--- config.mk ---
export PLATFORM = sky130hd
export DESIGN_NAME = llem_monitor
export DESIGN_NICKNAME = d
export VERILOG_FILES = /design/src/llem_pkg.sv /design/src/llem_sat_cnt.sv /design/src/llem_monitor.sv
export SDC_FILE = /design/constraint.sdc
export NUM_CORES = 1
export LEC_CHECK = 0
export BUFFER_PORTS_ARGS = -buffer_cell sky130_fd_sc_hd__buf_2
export CORE_MARGIN = 2
export CORE_UTILIZATION = 35
export DETAILED_ROUTE_END_ITERATION = 10
export GPL_ROUTABILITY_DRIVEN = 1
export RECOVER_POWER = 25
export SLEW_MARGIN = 20
export SYNTH_ARGS = -nofsm -noshare
export SYNTH_HDL_FRONTEND = slang
export SYNTH_HIERARCHICAL = 1
export SYNTH_SLANG_ARGS = --single-unit
export TNS_END_PERCENT = 1
--- constraint.sdc ---
create_clock -name clk_sys_i -period 2.7 [get_ports clk_sys_i]
set_input_delay 0.54 -clock clk_sys_i [delete_from_list [all_inputs] [get_ports clk_sys_i]]
set_output_delay 0.54 -clock clk_sys_i [all_outputs]
set_load 0.02 [all_outputs]
--- src/llem_pkg.sv ---
package llem_pkg;
  // ************************************************************
  // Register map (byte addresses, one word each)
  // ************************************************************
  localparam int ADR_W = 8;
  localparam logic [7:0] REG_LOOP = 8'h00;
  localparam logic [7:0] REG_TEST = 8'h04;
  localparam logic [7:0] REG_BLKERR = 8'h08;
  localparam logic [7:0] REG_BER_LO = 8'h0c;
  localparam logic [7:0] REG_BER_HI = 8'h10;
  localparam logic [7:0] REG_LPSEL = 8'h14;
  localparam logic [7:0] REG_STAT = 8'h18;

  // Loop configuration fields
  localparam int LOOP_W = 6;
  localparam int LOOP_B1 = 0;
  localparam int LOOP_B2 = 1;
  localparam int LOOP_ALL = 2;
  localparam int LOOP_DIR = 3;
  localparam int LOOP_LOOP_TRANSPARENCY_BIT = 4;
  localparam int LOOP_DLB = 5;
  localparam logic [5:0] LOOP_RST = 6'h00;

  // Bit error channel select, one bit per channel
  localparam int BSEL_W = 3;
  localparam logic [2:0] BSEL_RST = 3'h0;
  localparam logic [1:0] LPSEL_RST = 2'h0;

  // ************************************************************
  // Command codes, line states, channels, M symbols
  // ************************************************************
  localparam logic [3:0] CI_DR = 4'h0;
  localparam logic [3:0] CI_AR = 4'h8;
  localparam logic [3:0] CI_AR1 = 4'h9;
  localparam logic [3:0] CI_AR2 = 4'ha;
  localparam logic [3:0] CI_AR4 = 4'hb;

  localparam logic [3:0] ST_DEACT = 4'h0;
  localparam logic [3:0] ST_SYNC_NO_TE = 4'h7;
  localparam logic [3:0] ST_LINK_SYNC = 4'h8;
  localparam logic [3:0] ST_WAIT_1MS = 4'h9;
  localparam logic [3:0] ST_TRANSP = 4'ha;

  localparam logic [1:0] CH_B1 = 2'h0;
  localparam logic [1:0] CH_B2 = 2'h1;
  localparam logic [1:0] CH_D = 2'h2;

  localparam logic [1:0] M_ZERO = 2'h0;
  localparam logic [1:0] M_PLUS = 2'h1;

  // Alternating request lasts this many frames
  localparam logic [3:0] ALT_LAST = 4'h7;
  localparam int ALT_FRAMES = 8;

  typedef enum logic [1:0] {MM_ZERO, MM_PLUS, MM_ALT} llem_mmode_e;
endpackage

--- src/llem_sat_cnt.sv ---
`timescale 1ns/10ps
// Saturating counter with hold-reset and clear-on-read
module llem_sat_cnt #(
  parameter int W = 8
) (
  // Clock and reset
  input wire logic clk_sys_i,
  input wire logic rst_n_i,
  // Control
  input wire logic hold_clr_i,
  input wire logic clr_i,
  input wire logic [1:0] inc_i,
  // Count
  output logic [W-1:0] cnt_o
);
  typedef struct packed {
    logic [W-1:0] cnt;
  } llem_cnt_s;

  llem_cnt_s q;
  llem_cnt_s d;
  logic [W:0] sum;

  // Next count; an increment in the clearing cycle is kept
  always_comb begin
    d = q;
    sum = {1'b0, q.cnt} + {{(W-1){1'b0}}, inc_i};
    if (hold_clr_i) begin
      d.cnt = '0;
    end else if (clr_i) begin
      d.cnt = W'(inc_i);
    end else if (sum[W]) begin
      d.cnt = '1;
    end else begin
      d.cnt = sum[W-1:0];
    end
  end

  // State register
  always_ff @(posedge clk_sys_i or negedge rst_n_i) begin
    if (!rst_n_i) begin
      q <= '0;
    end else begin
      q <= d;
    end
  end

  assign cnt_o = q.cnt;
endmodule

--- src/llem_monitor.sv ---
// Local design decisions: the Wishbone interface to the registers and the address map.
`timescale 1ns/10ps
// Functional notes
// - Analog and framer-deframer loops carry B1, B2 and D together, far-end data ignored
// - Analog loop request feeds own line output back, line still transmitted
// - Repeater loop request sends plus/zero alternating M symbols for 8 frames
// - Terminal loop request sends plus; activation/deactivation request send zero
// - Without loop requests every M symbol sent is zero
// - Loop register selects B1, B2, both or all, and loop direction
// - Transparency bit: forward looped data, or substitute all-ones idle
// - Framer-deframer loop is always transparent
// - Framer-deframer loop set while deactivated makes later activation fail
// - Count block error per violating frame and per received plus M symbol
// - Reading block error count by monitor or register clears it
// - Block error counter counts only in the four active states, else reset
// - Block error counter saturates at 255
// - 16-bit bit error counter selectable on B1, B2 and D
// - Reading low byte of bit error counter resets it to zero
// - Nonzero channel select starts bit error counting, zero stops it
// - Bit error counter increments per received one in selected channels
module llem_monitor #(
  parameter logic [1:0] LINE_ID = 2'h0,
  parameter int BLK_W = 8,
  parameter int BER_W = 16
) (
  // Clock and reset
  input wire logic clk_sys_i,
  input wire logic rst_n_i,
  // Wishbone slave
  input wire logic wb_cyc_i,
  input wire logic wb_stb_i,
  input wire logic wb_we_i,
  input wire logic [llem_pkg::ADR_W-1:0] wb_adr_i,
  input wire logic [3:0] wb_sel_i,
  input wire logic [31:0] wb_dat_i,
  output logic [31:0] wb_dat_o,
  output logic wb_ack_o,
  // Command/indicate channel
  input wire logic ci_valid_i,
  input wire logic [3:0] ci_code_i,
  // Line status from receiver
  input wire logic [3:0] lt_state_i,
  input wire logic frame_i,
  input wire logic cv_i,
  input wire logic m_rx_plus_i,
  // Monitor read of block error count
  input wire logic mon_rds_req_i,
  output logic mon_rds_valid_o,
  output logic [7:0] mon_rds_data_o,
  // Bearer and signalling bit path
  input wire logic bit_valid_i,
  input wire logic [1:0] bit_chan_i,
  input wire logic sys_bit_i,
  input wire logic line_bit_i,
  output logic bit_valid_o,
  output logic sys_bit_o,
  output logic line_bit_o,
  // Maintenance outputs
  output logic analog_loop_o,
  output logic [1:0] m_sym_o,
  output logic act_inhibit_o
);
  import llem_pkg::*;

  typedef struct packed {
    logic ack;
    logic [31:0] rdata;
    logic [LOOP_W-1:0] loop;
    logic [BSEL_W-1:0] bsel;
    logic [1:0] line_port_select;
    llem_mmode_e mmode;
    logic [3:0] alt_cnt;
    logic alt_ph;
    logic [1:0] m_sym;
    logic analog;
    logic act_inh;
    logic cv_seen;
    logic mon_v;
    logic [7:0] mon_data;
    logic bit_v;
    logic sys_bit;
    logic line_bit;
  } llem_state_s;

  llem_state_s q;
  llem_state_s d;
  logic bus_req;
  logic rd;
  logic wr;
  logic port_hit;
  logic blk_active;
  logic blk_clr;
  logic ber_clr;
  logic [1:0] blk_inc;
  logic [1:0] ber_inc;
  logic chan_hit;
  logic in_loop;
  logic [BLK_W-1:0] blk_cnt;
  logic [BER_W-1:0] ber_cnt;

  // ************************************************************
  // Error counters
  // ************************************************************
  // Block error counter, 8-bit saturating
  // saturate at maximum
  llem_sat_cnt #(.W(BLK_W)) u_blk_cnt (
    .clk_sys_i(clk_sys_i),
    .rst_n_i(rst_n_i),
    .hold_clr_i(!blk_active),
    .clr_i(blk_clr),
    .inc_i(blk_inc),
    .cnt_o(blk_cnt)
  );

  // Bit error counter, 16-bit saturating
  // sixteen bit saturating
  llem_sat_cnt #(.W(BER_W)) u_ber_cnt (
    .clk_sys_i(clk_sys_i),
    .rst_n_i(rst_n_i),
    .hold_clr_i(1'b0),
    .clr_i(ber_clr),
    .inc_i(ber_inc),
    .cnt_o(ber_cnt)
  );

  // ************************************************************
  // Next-state logic
  // ************************************************************
  always_comb begin
    d = q;
    bus_req = wb_cyc_i && wb_stb_i && !q.ack;
    rd = bus_req && !wb_we_i;
    wr = bus_req && wb_we_i && wb_sel_i[0];
    port_hit = (q.line_port_select == LINE_ID);
    blk_active = (lt_state_i == ST_SYNC_NO_TE) || (lt_state_i == ST_LINK_SYNC) ||
                 (lt_state_i == ST_WAIT_1MS) || (lt_state_i == ST_TRANSP);
    blk_clr = mon_rds_req_i || (rd && wb_adr_i == REG_BLKERR);
    ber_clr = rd && port_hit && wb_adr_i == REG_BER_LO;
    blk_inc = frame_i ? ({1'b0, q.cv_seen || cv_i} + {1'b0, m_rx_plus_i}) : 2'h0;
    d.cv_seen = frame_i ? 1'b0 : (q.cv_seen || cv_i);
    chan_hit = (bit_chan_i == CH_B1 && q.bsel[0]) || (bit_chan_i == CH_B2 && q.bsel[1]) ||
               (bit_chan_i == CH_D && q.bsel[2]);
    ber_inc = {1'b0, bit_valid_i && line_bit_i && chan_hit};

    // Bus answer one cycle after the request
    d.ack = bus_req;
    d.rdata = '0;
    if (rd) begin
      case (wb_adr_i)
        REG_LOOP: d.rdata = {26'h000_0000, q.loop};
        REG_TEST: d.rdata = {29'h0000_0000, q.bsel};
        REG_BLKERR: d.rdata = {24'h00_0000, blk_cnt};
        REG_BER_LO: d.rdata = port_hit ? {24'h00_0000, ber_cnt[7:0]} : 32'h0000_0000;
        REG_BER_HI: d.rdata = port_hit ? {24'h00_0000, ber_cnt[15:8]} : 32'h0000_0000;
        REG_LPSEL: d.rdata = {30'h0000_0000, q.line_port_select};
        REG_STAT: d.rdata = {27'h000_0000, (q.bsel != BSEL_RST), q.act_inh,
                             (q.mmode == MM_ALT), (q.mmode == MM_PLUS), q.analog};
        default: d.rdata = 32'h0000_0000;
      endcase
    end
    if (wr) begin
      case (wb_adr_i)
        REG_LOOP: d.loop = wb_dat_i[LOOP_W-1:0];
        // start and stop by channel select
        REG_TEST: if (port_hit) d.bsel = wb_dat_i[BSEL_W-1:0];
        REG_LPSEL: d.line_port_select = wb_dat_i[1:0];
        default: d.line_port_select = q.line_port_select;
      endcase
    end

    // activation blocked after loop set while deactivated
    if (!d.loop[LOOP_DLB]) begin
      d.act_inh = 1'b0;
    end else if (!q.loop[LOOP_DLB] && lt_state_i == ST_DEACT) begin
      d.act_inh = 1'b1;
    end

    // M symbol per frame, zero unless requested
    if (frame_i) begin
      case (q.mmode)
        MM_PLUS: d.m_sym = M_PLUS;
        MM_ALT: begin
          d.m_sym = q.alt_ph ? M_ZERO : M_PLUS;
          d.alt_ph = !q.alt_ph;
          if (q.alt_cnt == ALT_LAST) begin
            d.mmode = MM_ZERO;
          end else begin
            d.alt_cnt = q.alt_cnt + 4'h1;
          end
        end
        default: d.m_sym = M_ZERO;
      endcase
    end

    // Commands from the controller
    if (ci_valid_i) begin
      case (ci_code_i)
        CI_AR1: d.analog = 1'b1;
        CI_AR4: begin
          d.mmode = MM_ALT;
          d.alt_cnt = 4'h0;
          d.alt_ph = 1'b0;
        end
        CI_AR2: d.mmode = MM_PLUS;
        CI_AR, CI_DR: begin
          d.mmode = MM_ZERO;
          d.analog = 1'b0;
        end
        default: d.analog = q.analog;
      endcase
    end

    // Monitor answer carries the count before clearing
    d.mon_v = mon_rds_req_i;
    if (mon_rds_req_i) d.mon_data = blk_cnt;

    // loop path selection, all channels in analog loop
    in_loop = q.loop[LOOP_ALL] || (q.loop[LOOP_B1] && bit_chan_i == CH_B1) ||
              (q.loop[LOOP_B2] && bit_chan_i == CH_B2);
    d.bit_v = bit_valid_i;
    if (q.loop[LOOP_DLB]) begin
      d.line_bit = sys_bit_i;
      d.sys_bit = sys_bit_i;
    end else if (q.analog) begin
      d.line_bit = sys_bit_i;
      d.sys_bit = sys_bit_i;
    end else if (in_loop && !q.loop[LOOP_DIR]) begin
      d.sys_bit = sys_bit_i;
      d.line_bit = q.loop[LOOP_LOOP_TRANSPARENCY_BIT] ? sys_bit_i : 1'b1;
    end else if (in_loop) begin
      d.line_bit = line_bit_i;
      d.sys_bit = q.loop[LOOP_LOOP_TRANSPARENCY_BIT] ? line_bit_i : 1'b1;
    end else begin
      d.sys_bit = line_bit_i;
      d.line_bit = sys_bit_i;
    end
  end

  // ************************************************************
  // State register and outputs
  // ************************************************************
  always_ff @(posedge clk_sys_i or negedge rst_n_i) begin
    if (!rst_n_i) begin
      q <= '0;
      q.loop <= LOOP_RST;
      q.bsel <= BSEL_RST;
      q.line_port_select <= LPSEL_RST;
      q.mmode <= MM_ZERO;
      q.m_sym <= M_ZERO;
    end else begin
      q <= d;
    end
  end

  assign wb_ack_o = q.ack;
  assign wb_dat_o = q.rdata;
  assign mon_rds_valid_o = q.mon_v;
  assign mon_rds_data_o = q.mon_data;
  assign bit_valid_o = q.bit_v;
  assign sys_bit_o = q.sys_bit;
  assign line_bit_o = q.line_bit;
  assign analog_loop_o = q.analog;
  assign m_sym_o = q.m_sym;
  assign act_inhibit_o = q.act_inh;
endmodule

**Yosys cells after proc, flatten, opt, wreduce, memory -nomap -nowiden**

Index checks and enable logic that the tools add are counted.

- Flip-flop bits (word level): 92
- Output and inout port bits: 49
- Word-level logic and storage cells: 121
- Input bits: 67

- Reduce and logical (&&, ||, !) cells: 43
- Add/subtract/negate cells: 4
- Eq/ne operators: 20
- Muxes and demuxes: 34

Operators with widths:

| operator | number |
|---|---|
| $pmux W8 S7 | 1 |
| $mux W8 | 5 |
| $mux W16 | 2 |
| $mux W32 | 1 |
| $eq A4 B4 Y1 const B | 7 |
| $eq A8 B5 Y1 const B | 3 |
| $add A16 B1 Y17 | 1 |
| $logic_and A1 B1 Y1 | 17 |
| $eq A8 B4 Y1 const B | 2 |
| $mux W2 | 7 |
| $mux W7 | 2 |
| $mux W11 | 1 |
| $add A8 B2 Y9 | 1 |
| $logic_or A1 B1 Y1 | 9 |
| $mux W9 | 1 |
| $eq A4 B3 Y1 const B | 2 |
| $eq A8 B3 Y1 const B | 1 |
| $logic_not A4 Y1 | 2 |
| $logic_not A8 Y1 | 1 |
| $mux W1 | 6 |
| $mux W3 | 2 |
| $mux W6 | 1 |
| $pmux W2 S3 | 1 |
| $reduce_and A2 Y1 | 3 |
| 14 further kinds | 22 |

**Depth between registers and ports, before layout**

- Word-level depth: 8
- Depth in mapped cells: 10
- Mapped depth without buffers: 10

**Hierarchy**

Netlist, hierarchy kept.

Modules (own cells, without submodules):

| module | seq. area each (um^2) | times used | cells each | area each (um^2) |
|---|---|---|---|---|
| llem_monitor | 1,076.0 | 1 | 265 | 2,621.3 |
| llem_sat_cnt (u_ber_cnt) | 400.4 | 1 | 94 | 940.9 |
| llem_sat_cnt (u_blk_cnt) | 200.2 | 1 | 50 | 478.0 |

**Worst setup path after synthesis**

No wires, ideal clock.

- Path type: input to register
- From: in bit_chan_i[1]
- To: reg u_ber_cnt.q (netlist bit u_ber_cnt/cnt_o[12])
- Setup slack: 0.193 ns
- Arrival: 2.374 ns
- Data required time: 2.567 ns
- Setup time: 0.133 ns
- Stages on the path: 10
- Buffers on the path: 0
- Path through: mux2i_1 > o21ai_0 > and3_1 > ha_1 > inv_1 > fa_1 > nand4b_4 > nor4_1 > mux2i_1 > nor2_1

RTL lines:

| element | line | RTL |
|---|---|---|
| start, declared | llem_monitor.sv:52 | `input wire logic [1:0] bit_chan_i,` |
| end signal, assigned | llem_sat_cnt.sv:42 | `q <= '0;` |
| end signal, assigned | llem_sat_cnt.sv:44 | `q <= d;` |
| end, declared | llem_sat_cnt.sv:20 | `llem_cnt_s q;` |

==> run_results.csv <==
group,metric,value,unit
outcome,status,"finished with violations",
outcome,violations,"capacitance limit, slew limit",
route,wl,9.34,mm
worst_setup_path,cp-end-kind,"flop",
clock_network,cts.sinks,67,
global_routing,grt_util_all_layers,0.154,
hold_path,hold_path_class,"input pin to flop",
worst_setup_path,slowest_delay,0.40,ns
final_layout,fill_cells,1106,
final_layout,final_layout_size_suffix_gt1_frac,0.270,
route,dr_total_vias,3223,
sta,finalHoldViolCount,0,
sta,fin_skew,0.00880,ns
clock_network,path_clk_slew,0.05,ns
power,leakage,2.22,nW
floorplanning,dieArea,12400,um^2
sta,layout_setup_ws,0.216,ns
worst_setup_path,crit_required,2.96,ns
worst_setup_path,path_cells,"mux2i_1 > o21ai_0 > and3_1 > ha_1 > inv_1 > fa_1 > nand4b_4 > nor4_4 > nand4_2 > a21oi_1",
clock_network,numCtsBuffers,9,
clock_network,cts_tree,"yes",
clock_network,root_buffer,"clkbuf_16",
power,intPower,2.03,mW
route,drt_iter0_markers,227,
route,ant_nets,0,
clock_network,clk_latency,0.34,ns
floorplanning,rows,39,
final_layout,fin_area,4720,um^2
sta,rsz0062_at_grt,"false",
placed_design,hpwl,7.03,mm
worst_setup_path,cp-start-kind,"flop",
worst_setup_path,worstPathMaxFanout,4,
route,drc,0,
final_layout,fin_nets,554,
sta,period_needed,2.48,ns
power,power_density,582,nW/um^2
floorplanning,dieHeight,111,um
power,power_frac_seq,0.410,
power,pwr-share-comb,0.139,
synthesis,ys_seq_area_frac,0.415,
power,switchingPower,718,uW
sta,final_max_slew_viol_count,68,
power,p_clk_frac,0.451,
sta,timing.hold.ws,0.343,ns
placed_design,portBuffers,61,
clock_network,clockBufferDepth,2,
global_routing,antenna_found_initial,0,
final_layout,num_antenna_cells,0,
final_layout,syn_to_final_growth,16.8,%
floorplanning,ios,116,
worst_setup_path,crit_arrival,2.74,ns
worst_setup_path,cpMaxStageDelayCell,"dfrtp_1",
sta,post-route-period-util,0.920,
synthesis,ys_seq_elements,67,
synthesis,synth.avg_cell_area,9.88,um^2
sta,slew_headroom,-0.112,
synthesis,synthesis.area,4040,um^2
clock_network,hold_buffers,0,
synthesis,async_reset_ff_frac,1.00,
placed_design,placed_area,4420,um^2
route,vias_per_cell,5.17,
sta,fmaxAchievable,403,MHz
floorplanning,die_x,111,um
synthesis,synthCells,409,
run,cap_violations,1,
placed_design,place.gp.congestion,0.866,
global_routing,grt_pass1_vias,3028,
power,finalPower,2.75,mW
synthesis,synth.distinct_cells,68,
sta,setup_violations,0,
synthesis,synthFlopType,"dfrtp_1",
placed_design,pre_cts_slack,-0.0801,ns
floorplanning,initial_core_util,0.357,
clock_network,htree_levels,3,
worst_setup_path,rr_worst_depth,10,
clock_network,post_cts_buffers,0,
global_routing,overflow,0,
global_routing,grt_pass1_wl,15.3,mm
route,drt_pass1_iterations,5,
global_routing,grt_start_max_net_pins,68,
hold_path,holdPathStages,1,
synthesis,synth_enable_flop_cells,0,
worst_setup_path,worst-setup-path-type,"flop to flop",
floorplanning,fp.coreArea,11300,um^2
clock_network,cts_resized,0,
sta,worst_slew_pin_slew,1.67,ns
power,peakVddDrop,278,uV
power,netSwitchingFraction,0.261,
route,post_drt_wl_per_cell,15.0,um
synthesis,yosysWarnings,6,
## path summary, 6_finish.rpt
kind | slack [ns] | from | to
worst max register to register | 0.22 | q[28]$_DFFE_PN0P_ | u_ber_cnt/cnt_o[11]$_DFF_PN0_
max in group asynchronous | 0.99 | rst_n_i | mon_rds_data_o[4]$_DFFE_PN0P_
worst min register to register | 0.50 | mon_rds_data_o[6]$_DFFE_PN0P_ | mon_rds_data_o[6]$_DFFE_PN0P_
min in group asynchronous | 0.73 | rst_n_i | bit_valid_o$_DFF_PN0_
worst min-delay path | 0.34 | bit_valid_i | bit_valid_o$_DFF_PN0_
worst max-delay path | 0.22 | q[28]$_DFFE_PN0P_ | u_ber_cnt/cnt_o[11]$_DFF_PN0_
## registers in the layout (all words and copies together), names as in the netlist, 8 cells and up
register / cells
mon_rds_data_o: 8
u_ber_cnt/cnt_o: 16
u_blk_cnt/cnt_o: 8
wb_dat_o: 8
q: 19
## synth_stat cells, drive strengths merged (8+ instances only)
library cell,instances,share of area
inv,20,0.019
nand2,26,0.025
mux2,21,0.059
xnor2,8,0.017
buf,45,0.082
dfrtp,67,0.41
nor2,28,0.026
nand3,12,0.019
nor4,11,0.026
ha,9,0.028
o21ai,11,0.014
nor3,8,0.013
a21oi,30,0.038
a31oi,8,0.012
## area by class of cell
type / count / area, um^2 / area share
Tap cell: 143 / 179 / 0.0379
Inverter: 20 / 75.1 / 0.0159
Multi-Input combinational cell: 301 / 2050 / 0.434
Clock inverter: 5 / 77.6 / 0.0164
Timing Repair Buffer: 77 / 432 / 0.0914
Clock buffer: 11 / 233 / 0.0493
Sequential cell: 67 / 1680 / 0.355
## critical path, delay by kind of cell, from the launching register on
kind,cells,cell delay (ns)
and+or+nand+nor,4,1.02
muxes,1,0.09
DFF,1,0.40
adders and majority gates,2,0.57
AOI/OAI and AO/OA,2,0.29
buffers and inverters,1,0.06
## power groups by stage
stage                     Sequential (mW)  Combinational, mW  Clock (mW)
after global placement               1.14              0.374           0
after CTS                            1.13              0.388        1.26
after global routing                 1.13              0.435        1.32
final                                1.12              0.383        1.24
after floorplan                      1.14              0.284           0
after detailed placement             1.14              0.385           0
## per-stage QoR
| step | util | cells | TNS (ns) |
|---|---|---|---|
| floorplan | - | 439 | 0 |
| global placement | 0.390 | 608 | -0.180 |
| CTS | 0.418 | 624 | 0 |
| global route | 0.417 | 624 | 0 |
| detailed placement | 0.390 | 608 | -0.298 |
| finish | 0.417 | 624 | 0 |
## cells in the final DEF, fill, tap and decap left out, types with 7 or more instances in the layout
master,n
buf_4,14
xnor2_1,8
dfrtp_1,67
conb_1,31
a21oi_1,29
o21ai_0,11
a31oi_1,8
nor2_1,28
inv_1,20
nor3_1,7
ha_1,9
clkbuf_16,9
nor4_1,8
buf_2,58
nand3_1,9
nand2_1,25
mux2_2,20
## cells by family (layout without fill, tap and decap cells)
kind of cell	count (synthesis)	after routing	share of synthesized area
muxes	27	27	0.0743
xor gates and xnor gates	10	10	0.0217
buffers and inverters	71	113	0.106
adders and majority gates	11	11	0.0378
other	1	31	0.000928
and+or+nand+nor	140	140	0.212
AOI/OAI and AO/OA	82	82	0.132
DFF	67	67	0.415
## per-layer routing
layer  global-route usage  vias to the layer above  wire [um]
met3               0.0370                       17        581
met5                    0                        -          0
met2                0.226                      108       4140
met4               0.0691                        0        221
li1                     -                     1540          -
met1                0.217                     1558       4400
No activity file was read; power rests on OpenSTA's default activity.
